==> config.mk <==
export PLATFORM = sky130hd
export DESIGN_NAME = control_write_sequencer
export DESIGN_NICKNAME = d
export VERILOG_FILES = /design/src/verilog/seq_pkg.sv /design/src/verilog/step_mem_if.sv /design/src/verilog/control_write_sequencer.sv /design/src/verilog/step_memory.sv
export VERILOG_INCLUDE_DIRS = /design/src /design/src/verilog
export SDC_FILE = /design/constraint.sdc
export NUM_CORES = 1
export LEC_CHECK = 0
export ABC_AREA = 1
export ABC_CLOCK_PERIOD_IN_PS = 7800
export BUFFER_PORTS_ARGS = -buffer_cell sky130_fd_sc_hd__buf_4
export CAP_MARGIN = 20
export CORE_ASPECT_RATIO = 1.75
export CORE_UTILIZATION = 55
export DETAILED_ROUTE_END_ITERATION = 8
export PLACE_DENSITY = 0.72
export SLEW_MARGIN = 20
export SYNTH_ARGS = -nofsm -noshare
export SYNTH_HDL_FRONTEND = slang
export SYNTH_SLANG_ARGS = --single-unit
==> constraint.sdc <==
create_clock -name ref_clk -period 7.8 [get_ports ref_clk]
set_input_delay 1.56 -clock ref_clk [delete_from_list [all_inputs] [get_ports ref_clk]]
set_output_delay 1.56 -clock ref_clk [all_outputs]
set_load 0.02 [all_outputs]
==> src/verilog/seq_cfg.svh <==
// constants of the control write sequencer: register map, fields, timing
// assumes one 250 MHz clock; included by bare name from every design file except the interface
//
// Notes on behaviour
// (RQ1) a one written to abort stops the sequence at once; control returns to host
// (RQ2) a one written to go starts steps at the first step index
// (RQ3) steps run one after another until a step carrying the last flag
// (RQ4) the sequencer clears go itself when the sequence completes
// (RQ5) index 0-31 is ram, 32-48 is rom, 49-63 reserved for software
// (RQ6) read-only six-bit field gives the step location accessed most recently
// (RQ7) read-only running flag is one while a sequence executes, else zero
// (RQ8) while running, host control register writes are refused; host should not try
// (RQ9) each step writes a 1-8 bit field at a given lsb of a target register
// (RQ10) step period including execution is 62.5 us times (2^wait code + 8)
// (RQ11) the step with the last flag is the final one executed
// (RQ12) value bits above the field width are ignored
// (RQ13) after abort or completion: idle, running clear, no further step writes
// (RQ14) after reset: idle, running clear, go, abort, indices all zero
`ifndef SEQ_CFG_SVH
`define SEQ_CFG_SVH

`define RUN_CTRL_ADDR 8'h6f
`define RUN_STAT_ADDR 8'h70
`define ABORT_BIT 9
`define GO_BIT 8
`define FIRST_MSB 5
`define RAM_TOP 6'h1f
`define ROM_TOP 6'h30
`define RAM_DEPTH 32
`define ROM_COUNT 17
`define STEP_BITS 28
`define ROM_FILL 28'h8000000
`define WAIT_BASE 8
`define STEP_UNIT_NS 62500
`define CLK_MHZ 250
`define STEP_UNIT_CYC ((`STEP_UNIT_NS * `CLK_MHZ) / 1000)

`endif

==> src/verilog/seq_pkg.sv <==
// types shared by the sequencer, its step memory and their carrier
// assumes seq_cfg.svh for the widths
`default_nettype none
`include "seq_cfg.svh"
package seq_pkg;
    typedef struct packed {
        logic last;
        logic [3:0] wait_code;
        logic [2:0] field_width;
        logic [3:0] field_lsb;
        logic [7:0] target_reg;
        logic [7:0] value;
    } step_t;

    typedef enum logic [3:0] {
        S_IDLE = 4'h1,
        S_FETCH = 4'h2,
        S_ISSUE = 4'h4,
        S_WAIT = 4'h8
    } seq_state_t;
endpackage
`default_nettype wire

==> src/verilog/step_mem_if.sv <==
// carrier between the sequencer and its step memory
// assumes seq_pkg is compiled first
`timescale 1ns/1ps
`default_nettype none
interface step_mem_if;
    import seq_pkg::*;
    logic rd_en;
    logic [5:0] rd_idx;
    step_t rd_data;
    logic wr_en;
    logic [4:0] wr_idx;
    step_t wr_data;
    modport seq (output rd_en, output rd_idx, input rd_data, output wr_en, output wr_idx, output wr_data);
    modport mem (input rd_en, input rd_idx, output rd_data, input wr_en, input wr_idx, input wr_data);
endinterface
`default_nettype wire

==> src/verilog/control_write_sequencer.sv <==
// control write sequencer: run/status registers on the host control port,
// step fetch, masked field writes and per-step timing
// assumes host control port inputs synchronous to ref_clk; steps loaded over step_load_*
`timescale 1ns/1ps
`default_nettype none
`include "seq_cfg.svh"
module control_write_sequencer import seq_pkg::*; #(
    parameter int TICK_CYCLES = `STEP_UNIT_CYC
) (
    input wire logic ref_clk,
    input wire logic rst_n,
    input wire logic host_wr,
    input wire logic host_rd,
    input wire logic [7:0] host_addr,
    input wire logic [15:0] host_wdata,
    output logic [15:0] host_rdata_q,
    output logic host_rvalid_q,
    output logic host_refused_q,
    input wire logic step_load_we,
    input wire logic [4:0] step_load_idx,
    input wire logic [`STEP_BITS-1:0] step_load_word,
    output logic ctl_wr_q,
    output logic [7:0] ctl_addr_q,
    output logic [15:0] ctl_mask_q,
    output logic [15:0] ctl_data_q,
    output logic seq_running_q
);
    generate
        if (TICK_CYCLES < 3 || TICK_CYCLES > 65535) begin : g_bad_tick
            $error("TICK_CYCLES out of range 3..65535");
        end
    endgenerate

    localparam logic [15:0] TICK_LAST = 16'(TICK_CYCLES - 1);
    localparam logic [15:0] TICK_END = 16'(TICK_CYCLES - 2);

    ////////////////////////////////////////////////////////////////////////////
    // reset release
    logic rst_meta_q, rst_q;
    always_ff @(posedge ref_clk or negedge rst_n) begin
        if (!rst_n) begin
            rst_meta_q <= 1'b0;
            rst_q <= 1'b0;
        end else begin
            rst_meta_q <= 1'b1;
            rst_q <= rst_meta_q;
        end
    end

    ////////////////////////////////////////////////////////////////////////////
    // host port decode
    step_mem_if mem ();
    step_memory u_mem (.ref_clk(ref_clk), .rst_n(rst_q), .port(mem.mem));

    seq_state_t state_q, state_d;
    logic go_q, busy_q, last_q;
    logic [5:0] first_step_q, idx_q, last_acc_q;
    logic [15:0] pre_q, ticks_q, target_q;

    wire logic rc_hit = host_addr == `RUN_CTRL_ADDR;
    wire logic st_hit = host_addr == `RUN_STAT_ADDR;
    wire logic local_hit = rc_hit | st_hit;
    wire logic ctrl_wr = host_wr & rc_hit;
    wire logic abort_req = ctrl_wr & host_wdata[`ABORT_BIT];
    wire logic go_req = ctrl_wr & host_wdata[`GO_BIT];
    wire logic fwd_wr = host_wr & ~local_hit & ~busy_q;
    wire logic refuse_wr = host_wr & ~local_hit & busy_q;
    wire logic reserved_idx = idx_q > `ROM_TOP;
    wire logic wait_end = state_q == S_WAIT && ticks_q == target_q && pre_q == TICK_END;
    wire logic seq_done = (state_q == S_FETCH && reserved_idx) || (wait_end && last_q);
    // abort reads back as zero: it is an action, not a state
    wire logic [15:0] ctrl_view = {7'h00, go_q, 2'h0, first_step_q};
    wire logic [15:0] stat_view = {6'h00, last_acc_q, 3'h0, busy_q};

    ////////////////////////////////////////////////////////////////////////////
    // step decode
    wire step_t step = mem.rd_data;
    wire logic [7:0] width_mask = 8'hff >> (3'h7 - step.field_width);
    wire logic [7:0] value_used = step.value & width_mask; // RQ12
    wire logic [15:0] field_mask = {8'h00, width_mask} << step.field_lsb;
    wire logic [15:0] field_data = {8'h00, value_used} << step.field_lsb;
    wire logic [15:0] target_d = (16'h0001 << step.wait_code) + 16'(`WAIT_BASE);

    assign mem.rd_en = state_q == S_FETCH && !reserved_idx && !abort_req;
    assign mem.rd_idx = idx_q;
    assign mem.wr_en = step_load_we;
    assign mem.wr_idx = step_load_idx;
    assign mem.wr_data = step_t'(step_load_word);

    ////////////////////////////////////////////////////////////////////////////
    // sequence control
    always_comb begin
        state_d = state_q;
        case (state_q)
            S_IDLE: begin
                if (go_q && !abort_req) begin
                    state_d = S_FETCH; // RQ2
                end
            end
            S_FETCH: begin
                if (abort_req || reserved_idx) begin
                    state_d = S_IDLE; // RQ1 RQ5
                end else begin
                    state_d = S_ISSUE;
                end
            end
            S_ISSUE: begin
                state_d = abort_req ? S_IDLE : S_WAIT; // RQ1
            end
            S_WAIT: begin
                if (abort_req) begin
                    state_d = S_IDLE; // RQ1
                end else if (wait_end) begin
                    state_d = last_q ? S_IDLE : S_FETCH; // RQ3 RQ11 RQ13
                end
            end
            default: begin
                state_d = S_IDLE;
            end
        endcase
    end

    always_ff @(posedge ref_clk or negedge rst_q) begin
        if (!rst_q) begin
            state_q <= S_IDLE; // RQ14
            go_q <= 1'b0;
            busy_q <= 1'b0;
            first_step_q <= 6'h00;
        end else begin
            state_q <= state_d;
            busy_q <= state_d != S_IDLE; // RQ7 RQ13
            // a new go outlives the completion clear; abort overrides both
            go_q <= abort_req ? 1'b0 : go_req ? 1'b1 : seq_done ? 1'b0 : go_q; // RQ4 RQ1
            if (ctrl_wr) begin
                first_step_q <= host_wdata[`FIRST_MSB:0];
            end
        end
    end

    always_ff @(posedge ref_clk or negedge rst_q) begin
        if (!rst_q) begin
            idx_q <= 6'h00;
            last_acc_q <= 6'h00;
            last_q <= 1'b0;
            target_q <= 16'h0000;
        end else if (state_q == S_IDLE) begin
            idx_q <= first_step_q; // RQ2
        end else if (state_q == S_FETCH) begin
            last_acc_q <= idx_q; // RQ6
        end else if (state_q == S_ISSUE) begin
            idx_q <= idx_q + 6'h01; // RQ3
            last_q <= step.last; // RQ11
            target_q <= target_d - 16'h0001; // RQ10
        end
    end

    // the period counts from the issue cycle, so fetch latency is inside it
    always_ff @(posedge ref_clk or negedge rst_q) begin
        if (!rst_q) begin
            pre_q <= 16'h0000;
            ticks_q <= 16'h0000;
        end else if (state_q == S_ISSUE) begin
            pre_q <= 16'h0001;
            ticks_q <= 16'h0000;
        end else if (pre_q == TICK_LAST) begin
            pre_q <= 16'h0000;
            ticks_q <= ticks_q + 16'h0001; // RQ10
        end else begin
            pre_q <= pre_q + 16'h0001;
        end
    end

    ////////////////////////////////////////////////////////////////////////////
    // control register write port and host answers
    wire logic step_wr = state_q == S_ISSUE && !abort_req;

    always_ff @(posedge ref_clk or negedge rst_q) begin
        if (!rst_q) begin
            ctl_wr_q <= 1'b0;
            ctl_addr_q <= 8'h00;
            ctl_mask_q <= 16'h0000;
            ctl_data_q <= 16'h0000;
        end else begin
            ctl_wr_q <= step_wr | fwd_wr; // RQ8 RQ13
            if (step_wr) begin
                ctl_addr_q <= step.target_reg; // RQ9
                ctl_mask_q <= field_mask;
                ctl_data_q <= field_data;
            end else if (fwd_wr) begin
                ctl_addr_q <= host_addr;
                ctl_mask_q <= 16'hffff;
                ctl_data_q <= host_wdata;
            end
        end
    end

    always_ff @(posedge ref_clk or negedge rst_q) begin
        if (!rst_q) begin
            host_rdata_q <= 16'h0000;
            host_rvalid_q <= 1'b0;
            host_refused_q <= 1'b0;
        end else begin
            host_rvalid_q <= host_rd;
            host_refused_q <= refuse_wr; // RQ8
            if (host_rd) begin
                host_rdata_q <= rc_hit ? ctrl_view : st_hit ? stat_view : 16'h0000;
            end
        end
    end

    assign seq_running_q = busy_q;

    ////////////////////////////////////////////////////////////////////////////
    // checks
    int since_issue_q;
    always_ff @(posedge ref_clk or negedge rst_q) begin
        if (!rst_q) begin
            since_issue_q <= 0;
        end else begin
            since_issue_q <= (state_q == S_ISSUE) ? 1 : since_issue_q + 1;
        end
    end
endmodule
`default_nettype wire

==> src/verilog/step_memory.sv <==
// step store: 32 host-loaded ram steps, 17 rom steps, registered read
// assumes the reset already synchronised by the sequencer top
`timescale 1ns/1ps
`default_nettype none
`include "seq_cfg.svh"
module step_memory import seq_pkg::*; #(
    parameter logic [`ROM_COUNT*`STEP_BITS-1:0] ROM_IMAGE = {`ROM_COUNT{`ROM_FILL}}
) (
    input wire logic ref_clk,
    input wire logic rst_n,
    step_mem_if.mem port
);
    step_t ram [`RAM_DEPTH];
    step_t rd_q;
    wire logic in_ram = port.rd_idx <= `RAM_TOP;
    wire logic [5:0] rom_idx = port.rd_idx - 6'h20;
    // rom image is a parameter so a product build can set its own sequences
    wire step_t rom_word = ROM_IMAGE[rom_idx * `STEP_BITS +: `STEP_BITS];
    wire step_t sel_word = in_ram ? ram[port.rd_idx[4:0]] : rom_word;

    always_ff @(posedge ref_clk) begin
        if (port.wr_en) begin
            ram[port.wr_idx] <= port.wr_data;
        end
    end

    always_ff @(posedge ref_clk or negedge rst_n) begin
        if (!rst_n) begin
            rd_q <= '0;
        end else if (port.rd_en) begin
            rd_q <= sel_word;
        end
    end

    assign port.rd_data = rd_q;
endmodule
`default_nettype wire
### Word level (Yosys, flattened, before mapping)

Memories as Yosys holds them, arrays and structs flattened.
Index checks and enable logic that the tools add are counted.
W data, S select, Z words.

| storage, ports and cells | value |
|---|---|
| memories kept | 1 |
| latch bits | 0 |
| input port bits | 62 |
| bits in read-only memories | 0 |
| output and inout bits | 60 |
| logic and storage cells | 112 |
| register bits after elaboration | 162 |
| RAM bits | 896 |

Memories:

| name | depth | bits a word | read ports | clocked after memory_dff | write ports | RTL line | text |
|---|---|---|---|---|---|---|---|
| u_mem.ram | 32 | 28 | 1 | 0 | 1 | step_memory.sv:13 | `` step_t ram [`RAM_DEPTH]; `` |

| operators by class | value |
|---|---|
| divide/modulo/power cells | 0 |
| bitwise gates (word level) | 13 |
| shift operators | 5 |
| add/subtract/negate cells | 7 |
| magnitude comparators | 2 |
| mux-type cells | 28 |
| equal/unequal tests | 11 |
| reduce and logical (&&, ||, !) cells | 19 |
| $mul | 1 |

Operators by type and width:

| operator | count |
|---|---|
| $shiftx A476 B12 Y28 const A | 1 |
| $mux W16 | 8 |
| $add A16 B1 Y16 const B | 2 |
| $eq A16 B14 Y1 const B | 2 |
| $shl A8 B4 Y16 | 2 |
| $mux W28 | 1 |
| $mux W10 | 2 |
| $mux W6 | 3 |
| $add A16 B4 Y16 const B | 1 |
| $eq A16 B16 Y1 | 1 |
| $eq A8 B7 Y1 const B | 2 |
| $mux W4 | 4 |
| $mux W8 | 2 |
| $pmux W4 S4 | 1 |
| $shl A1 B4 Y16 const A | 1 |
| $sub A16 B1 Y16 const B | 1 |
| $mul A6 B3 Y9 const B | 1 |
| $and A8 B8 Y8 | 1 |
| $logic_and A1 B1 Y1 | 8 |
| $shr A8 B3 Y8 const A | 1 |
| $add A6 B1 Y6 const B | 1 |
| $and A1 B1 Y1 | 6 |
| $gt A6 B6 Y1 const B | 1 |
| $le A6 B5 Y1 const B | 1 |
| other kinds (19) | 32 |

### Longest topological paths before layout

| logic depth | value |
|---|---|
| depth after elaboration | 8 |
| mapped depth | 16 |
| depth with buffers taken out | 13 |

### Cells and area by module

A second synthesis with hierarchy kept.

| unflattened totals | value |
|---|---|
| cells, all modules | 3828 |
| area, all modules | 43733.2 um^2 |

By module, submodules not included:

| module | instances | cells each | area an instance (um^2) | sequential area each (um^2) |
|---|---|---|---|---|
| step_memory | 1 | 2858 | 36501.3 | 27606.5 |
| control_write_sequencer | 1 | 970 | 7231.9 | 3204.3 |

### Least setup slack after synthesis

OpenSTA, ideal clock, no wires.

| timing path | value |
|---|---|
| path type | input to register |
| start point | input port step_load_idx[0] |
| end point | memory u_mem.ram[0][0] (netlist bit) (enable) |
| setup slack | 4337 ps |
| cell stages on the path | 3 |
| path buffers | 0 |
| arrival time | 3050 ps |
| data required time | 7387 ps |
| library setup time | 413 ps |
| path through | inv_1 nand3_1 nor2_1 |

RTL lines:

| item | RTL line | text |
|---|---|---|
| from (decl) | control_write_sequencer.sv:20 | `input wire logic [4:0] step_load_idx,` |
| to (decl) | step_memory.sv:13 |  |

No word-level cell before the write port.

### Final worst setup path

| timing path | value |
|---|---|
| start point | register idx_q[1] |
| end point | register u_mem.rd_q, in the netlist u_mem.port.rd_data[27] |

| on the way | value |
|---|---|
| word-level cells in the longest chain between the ends | 4 |
| elaborated cells between the ends (all ways) | 10 |
| those cells by class | add/sub (1); mul (1); order compare (2); shift (1); mux (1); reduce/logical (3); memory (1) |

RTL lines:

| item | RTL line | text |
|---|---|---|
| from (decl) | control_write_sequencer.sv:57 | `logic [5:0] first_step_q, idx_q, last_acc_q;` |
| from (signal assigned) | control_write_sequencer.sv:147 | `idx_q <= first_step_q;` |
| from (signal assigned) | control_write_sequencer.sv:151 | `idx_q <= idx_q + 6'h01;` |
| $sub A6 B6 Y6 / $gt A6 B6 Y1 (equally long branches) | - |  |
| $mul A6 B3 Y9 (no source line) / $logic_not A1 Y1 (equally long branches) | - |  |
| $shiftx A476 B12 Y28 / $logic_and A1 B1 Y1 (equally long branches) | step_memory.sv:18, control_write_sequencer.sv:84 |  |
| $mux W28 / $logic_and A1 B1 Y1 (equally long branches) | step_memory.sv:19, control_write_sequencer.sv:84 |  |
| to (signal assigned) | step_memory.sv:31 | `rd_q <= sel_word;` |
| to (decl) | step_memory.sv:14 | `step_t rd_q;` |

Parallel ways exist; a longest one is shown, timed or not.
A chain may end at the register's enable or synchronous reset.

==> reports/metrics.cfg <==
[status]
outcome=complete, no violations

[timing]
timing.fmax_ghz=0.264
worst_slew_pin_slew_ns=1.15
max_slew_margin=0.230
rsz0062_at_grt=no
fin_setup_tns_ns=0
setup_violations=0
clock_skew_ns=0.0378
finalHoldViolCount=0
slew_viol_final=0
fin_crit_ns=3.78
period_share=0.485

[place]
portBuffers=115
gp_congestion=0.913
post-dp-hpwl_um=67800

[cells_and_area]
multi_input_area_um2=11600
regArea_um2=30800
fin_nets=4065
fillers=6091
layout-drive-gt1-share=0.0947
diodes=0
areaGrowthSynthToFinish_pct=11.3

[yosys]
post-synth-top-count-cell=edfxtp_1
synth_top_family_by_area=simple AND/OR/NAND/NOR gates
synth_xor_area_frac=0.00179
synth-edff-count=896
synthArstFlopShare=0.148
yosys.area_share.adder=0.00171
synth.avg_cell_area_um2=11.1
syn_inst=3962
ys.flop_type=edfxtp_1
synth-compound-area-share=0.0888
yosysTopAreaCell=edfxtp_1
synthMuxAreaShare=0.000256
netlist_top_cells_count=edfxtp_1 (896), nor2_1 (766), nand2_1 (632)
yosysWarningCount=0
synth-simple-area-share=0.166
ys_seq_area_frac=0.701
synth-seq-cells=1052
synth_top_area_frac=0.612
synth.distinct_cells=46
ys_top_cells_by_area=edfxtp_1 (61%), dfrtp_1 (8.8%), nor2_1 (6.5%)
syn_area_um2=44000

[clock_tree]
clockBufferDepth=3
cts.repair.resized=0
cts_tree=done
cts_setup_buffers=0
clock-root-buffer=clkbuf_16
hold_buffers=0
clk_pin_slew_ns=0.07
numCtsBuffers=89
cts.sinks=1052
insertion_delay_ns=0.70
htree_levels=3

[pwr]
switchingPower_mw=6.08
total_power_mw=16.6
power.density_nw_per_um2=338
sw_frac_of_total=0.367
vdd_drop_max_v=0.000319
p_clk_frac=0.275
p_comb_frac=0.311
p_int_mw=10.5
seqPwrFrac=0.414
power_leakage_nw=17.7

[critical_path]
crit_type=register to register
cpPeakStageDelay_ns=0.86
rrSetupSlack_ns=4.02
cp_max_fo=68
cp.arrival_ns=4.35
worstPathCellList=inv_4 -> ha_1 -> a31oi_1 -> nor2_1 -> nand2_1 -> buf_4 -> nor2_4 -> nand3_1 -> nand2_1 -> inv_1
start_kind=register
crit_top_cell=nand2_1
r2r_cells=10
crit_required_ns=8.37
endpoint_kind=register
cp_slowest_cell=nor2_4

[floorplan]
core_um2=78800
die_w_um=216
rows=136
dieArea_um2=81100
start_util=0.558
fp.dieH_um=376
io-pin-count=122

[routing]
routed_via_density=5.93
drcViolationCount=0
wl_per_cell_um=22.9
antenna_left=0
dr.first_iter.drc_count=3638
route.vias.total=30291
routed_wl_um=117000
firstDrtPassIters=8

[flow_run]
maxCapViolCount=0

[global_routing]
grt-ovfl-total=0
grt_pass1_vias=29289
grt_max_degree=197
track_usage=0.288
antenna_found_initial=1
grt_pass1_wl_um=175000

[worst_hold_path]
min_path_type=register to asynchronous set/reset pin

==> state kept, by name (all words and copies together) (netlist names), 8 cells and up <==
name                cells
pre_q                  16
ctl_data_q             16
u_mem.ram             896
ticks_q                16
target_q               16
u_mem.port.rd_data     28
ctl_addr_q              8
ctl_mask_q             16
host_rdata_q           10
==> worst max-delay path: cells and delay by family (launching register included) <==
kind | cells | cell delay (ns)
AO/OA/AOI/OAI | 1 | 0.12
adder cells (fa/ha/maj) | 1 | 0.28
AND/OR/NAND/NOR | 5 | 1.34
flip-flops | 1 | 0.75
buffers and inverters | 3 | 1.09
==> path summary, 6_finish.rpt <==
kind                                       from                                 end
max                        idx_q[1]$_DFFE_PN0P_  u_mem.port.rd_data[27]$_DFFE_PN0P_
min                             rst_q$_DFF_PN0_                idx_q[5]$_DFFE_PN0P_
max reg2reg                idx_q[1]$_DFFE_PN0P_  u_mem.port.rd_data[27]$_DFFE_PN0P_
min reg2reg                     rst_q$_DFF_PN0_                idx_q[5]$_DFFE_PN0P_
max in group asynchronous       rst_q$_DFF_PN0_              ticks_q[2]$_DFFE_PN0P_
min in group ref_clk       rst_meta_q$_DFF_PN0_                     rst_q$_DFF_PN0_
==> per-stage QoR <==
stage	util	setup slack (ns)	std cells	hold slack, ns	instance area (um2)
after global routing	0.621	3.83	5109	0.300	48900
after floorplan	-	3.13	3967	0.331	44000
final	0.621	4.02	5109	0.260	48900
after detailed placement	0.581	3.70	4933	0.272	45700
after CTS	0.618	4.06	5101	0.274	48700
after global placement	0.578	3.74	4926	0.265	45600
==> final cells by class <==
| class | count | share of cell area |
|---|---|---|
| inverters | 166 | 0.0129 |
| repair buffers | 170 | 0.0324 |
| well taps | 1035 | 0.0265 |
| clock inverters | 52 | 0.0111 |
| clock buffers | 116 | 0.0496 |
| flip-flops and latches | 1052 | 0.630 |
| multi-input cells | 2518 | 0.238 |
==> per-layer routing <==
metal / vias up / wire length, um / track usage
met4: 2 / 5960 / 0.159
met1: 14765 / 42300 / 0.345
met2: 1415 / 59700 / 0.500
met3: 265 / 8950 / 0.0422
li1: 13844 / - / -
met5: - / 12 / 0
==> power groups by stage <==
| stage | Sequential (mW) | Combinational (mW) | Clock, mW |
|---|---|---|---|
| 6_report | 6.86 | 5.15 | 4.55 |
| 5_1_grt | 6.89 | 5.69 | 4.79 |
| 4_1_cts | 6.85 | 5.11 | 4.58 |
| 3_5_place_dp | 6.97 | 5.09 | 0 |
| 3_3_place_gp | 6.96 | 5.00 | 0 |
| 2_1_floorplan | 6.86 | 3.61 | 0 |
==> cell usage in the layout, fill, tap and decap left out, drive strengths merged, types with 8 or more instances in the layout <==
cell / instances
edfxtp: 896
nor2: 769
nand2: 635
o21ai: 479
nand3: 281
buf: 170
inv: 167
dfrtp: 155
clkbuf: 116
o211ai: 115
a21oi: 91
nor3: 39
clkinv: 34
nand4: 29
or2: 24
bufinv: 9
a31oi: 8
o22ai: 8
xor2: 8
clkinvlp: 8
==> logic make-up after synthesis <==
group | Yosys count
AND/OR/NAND/NOR | 1783
adder cells (fa/ha/maj) | 6
AO/OA/AOI/OAI | 712
flip-flops | 1052
multiplexers | 1
buffers and inverters | 397
XOR/XNOR | 9
other | 2
No activity file was read; power rests on OpenSTA's default activity.
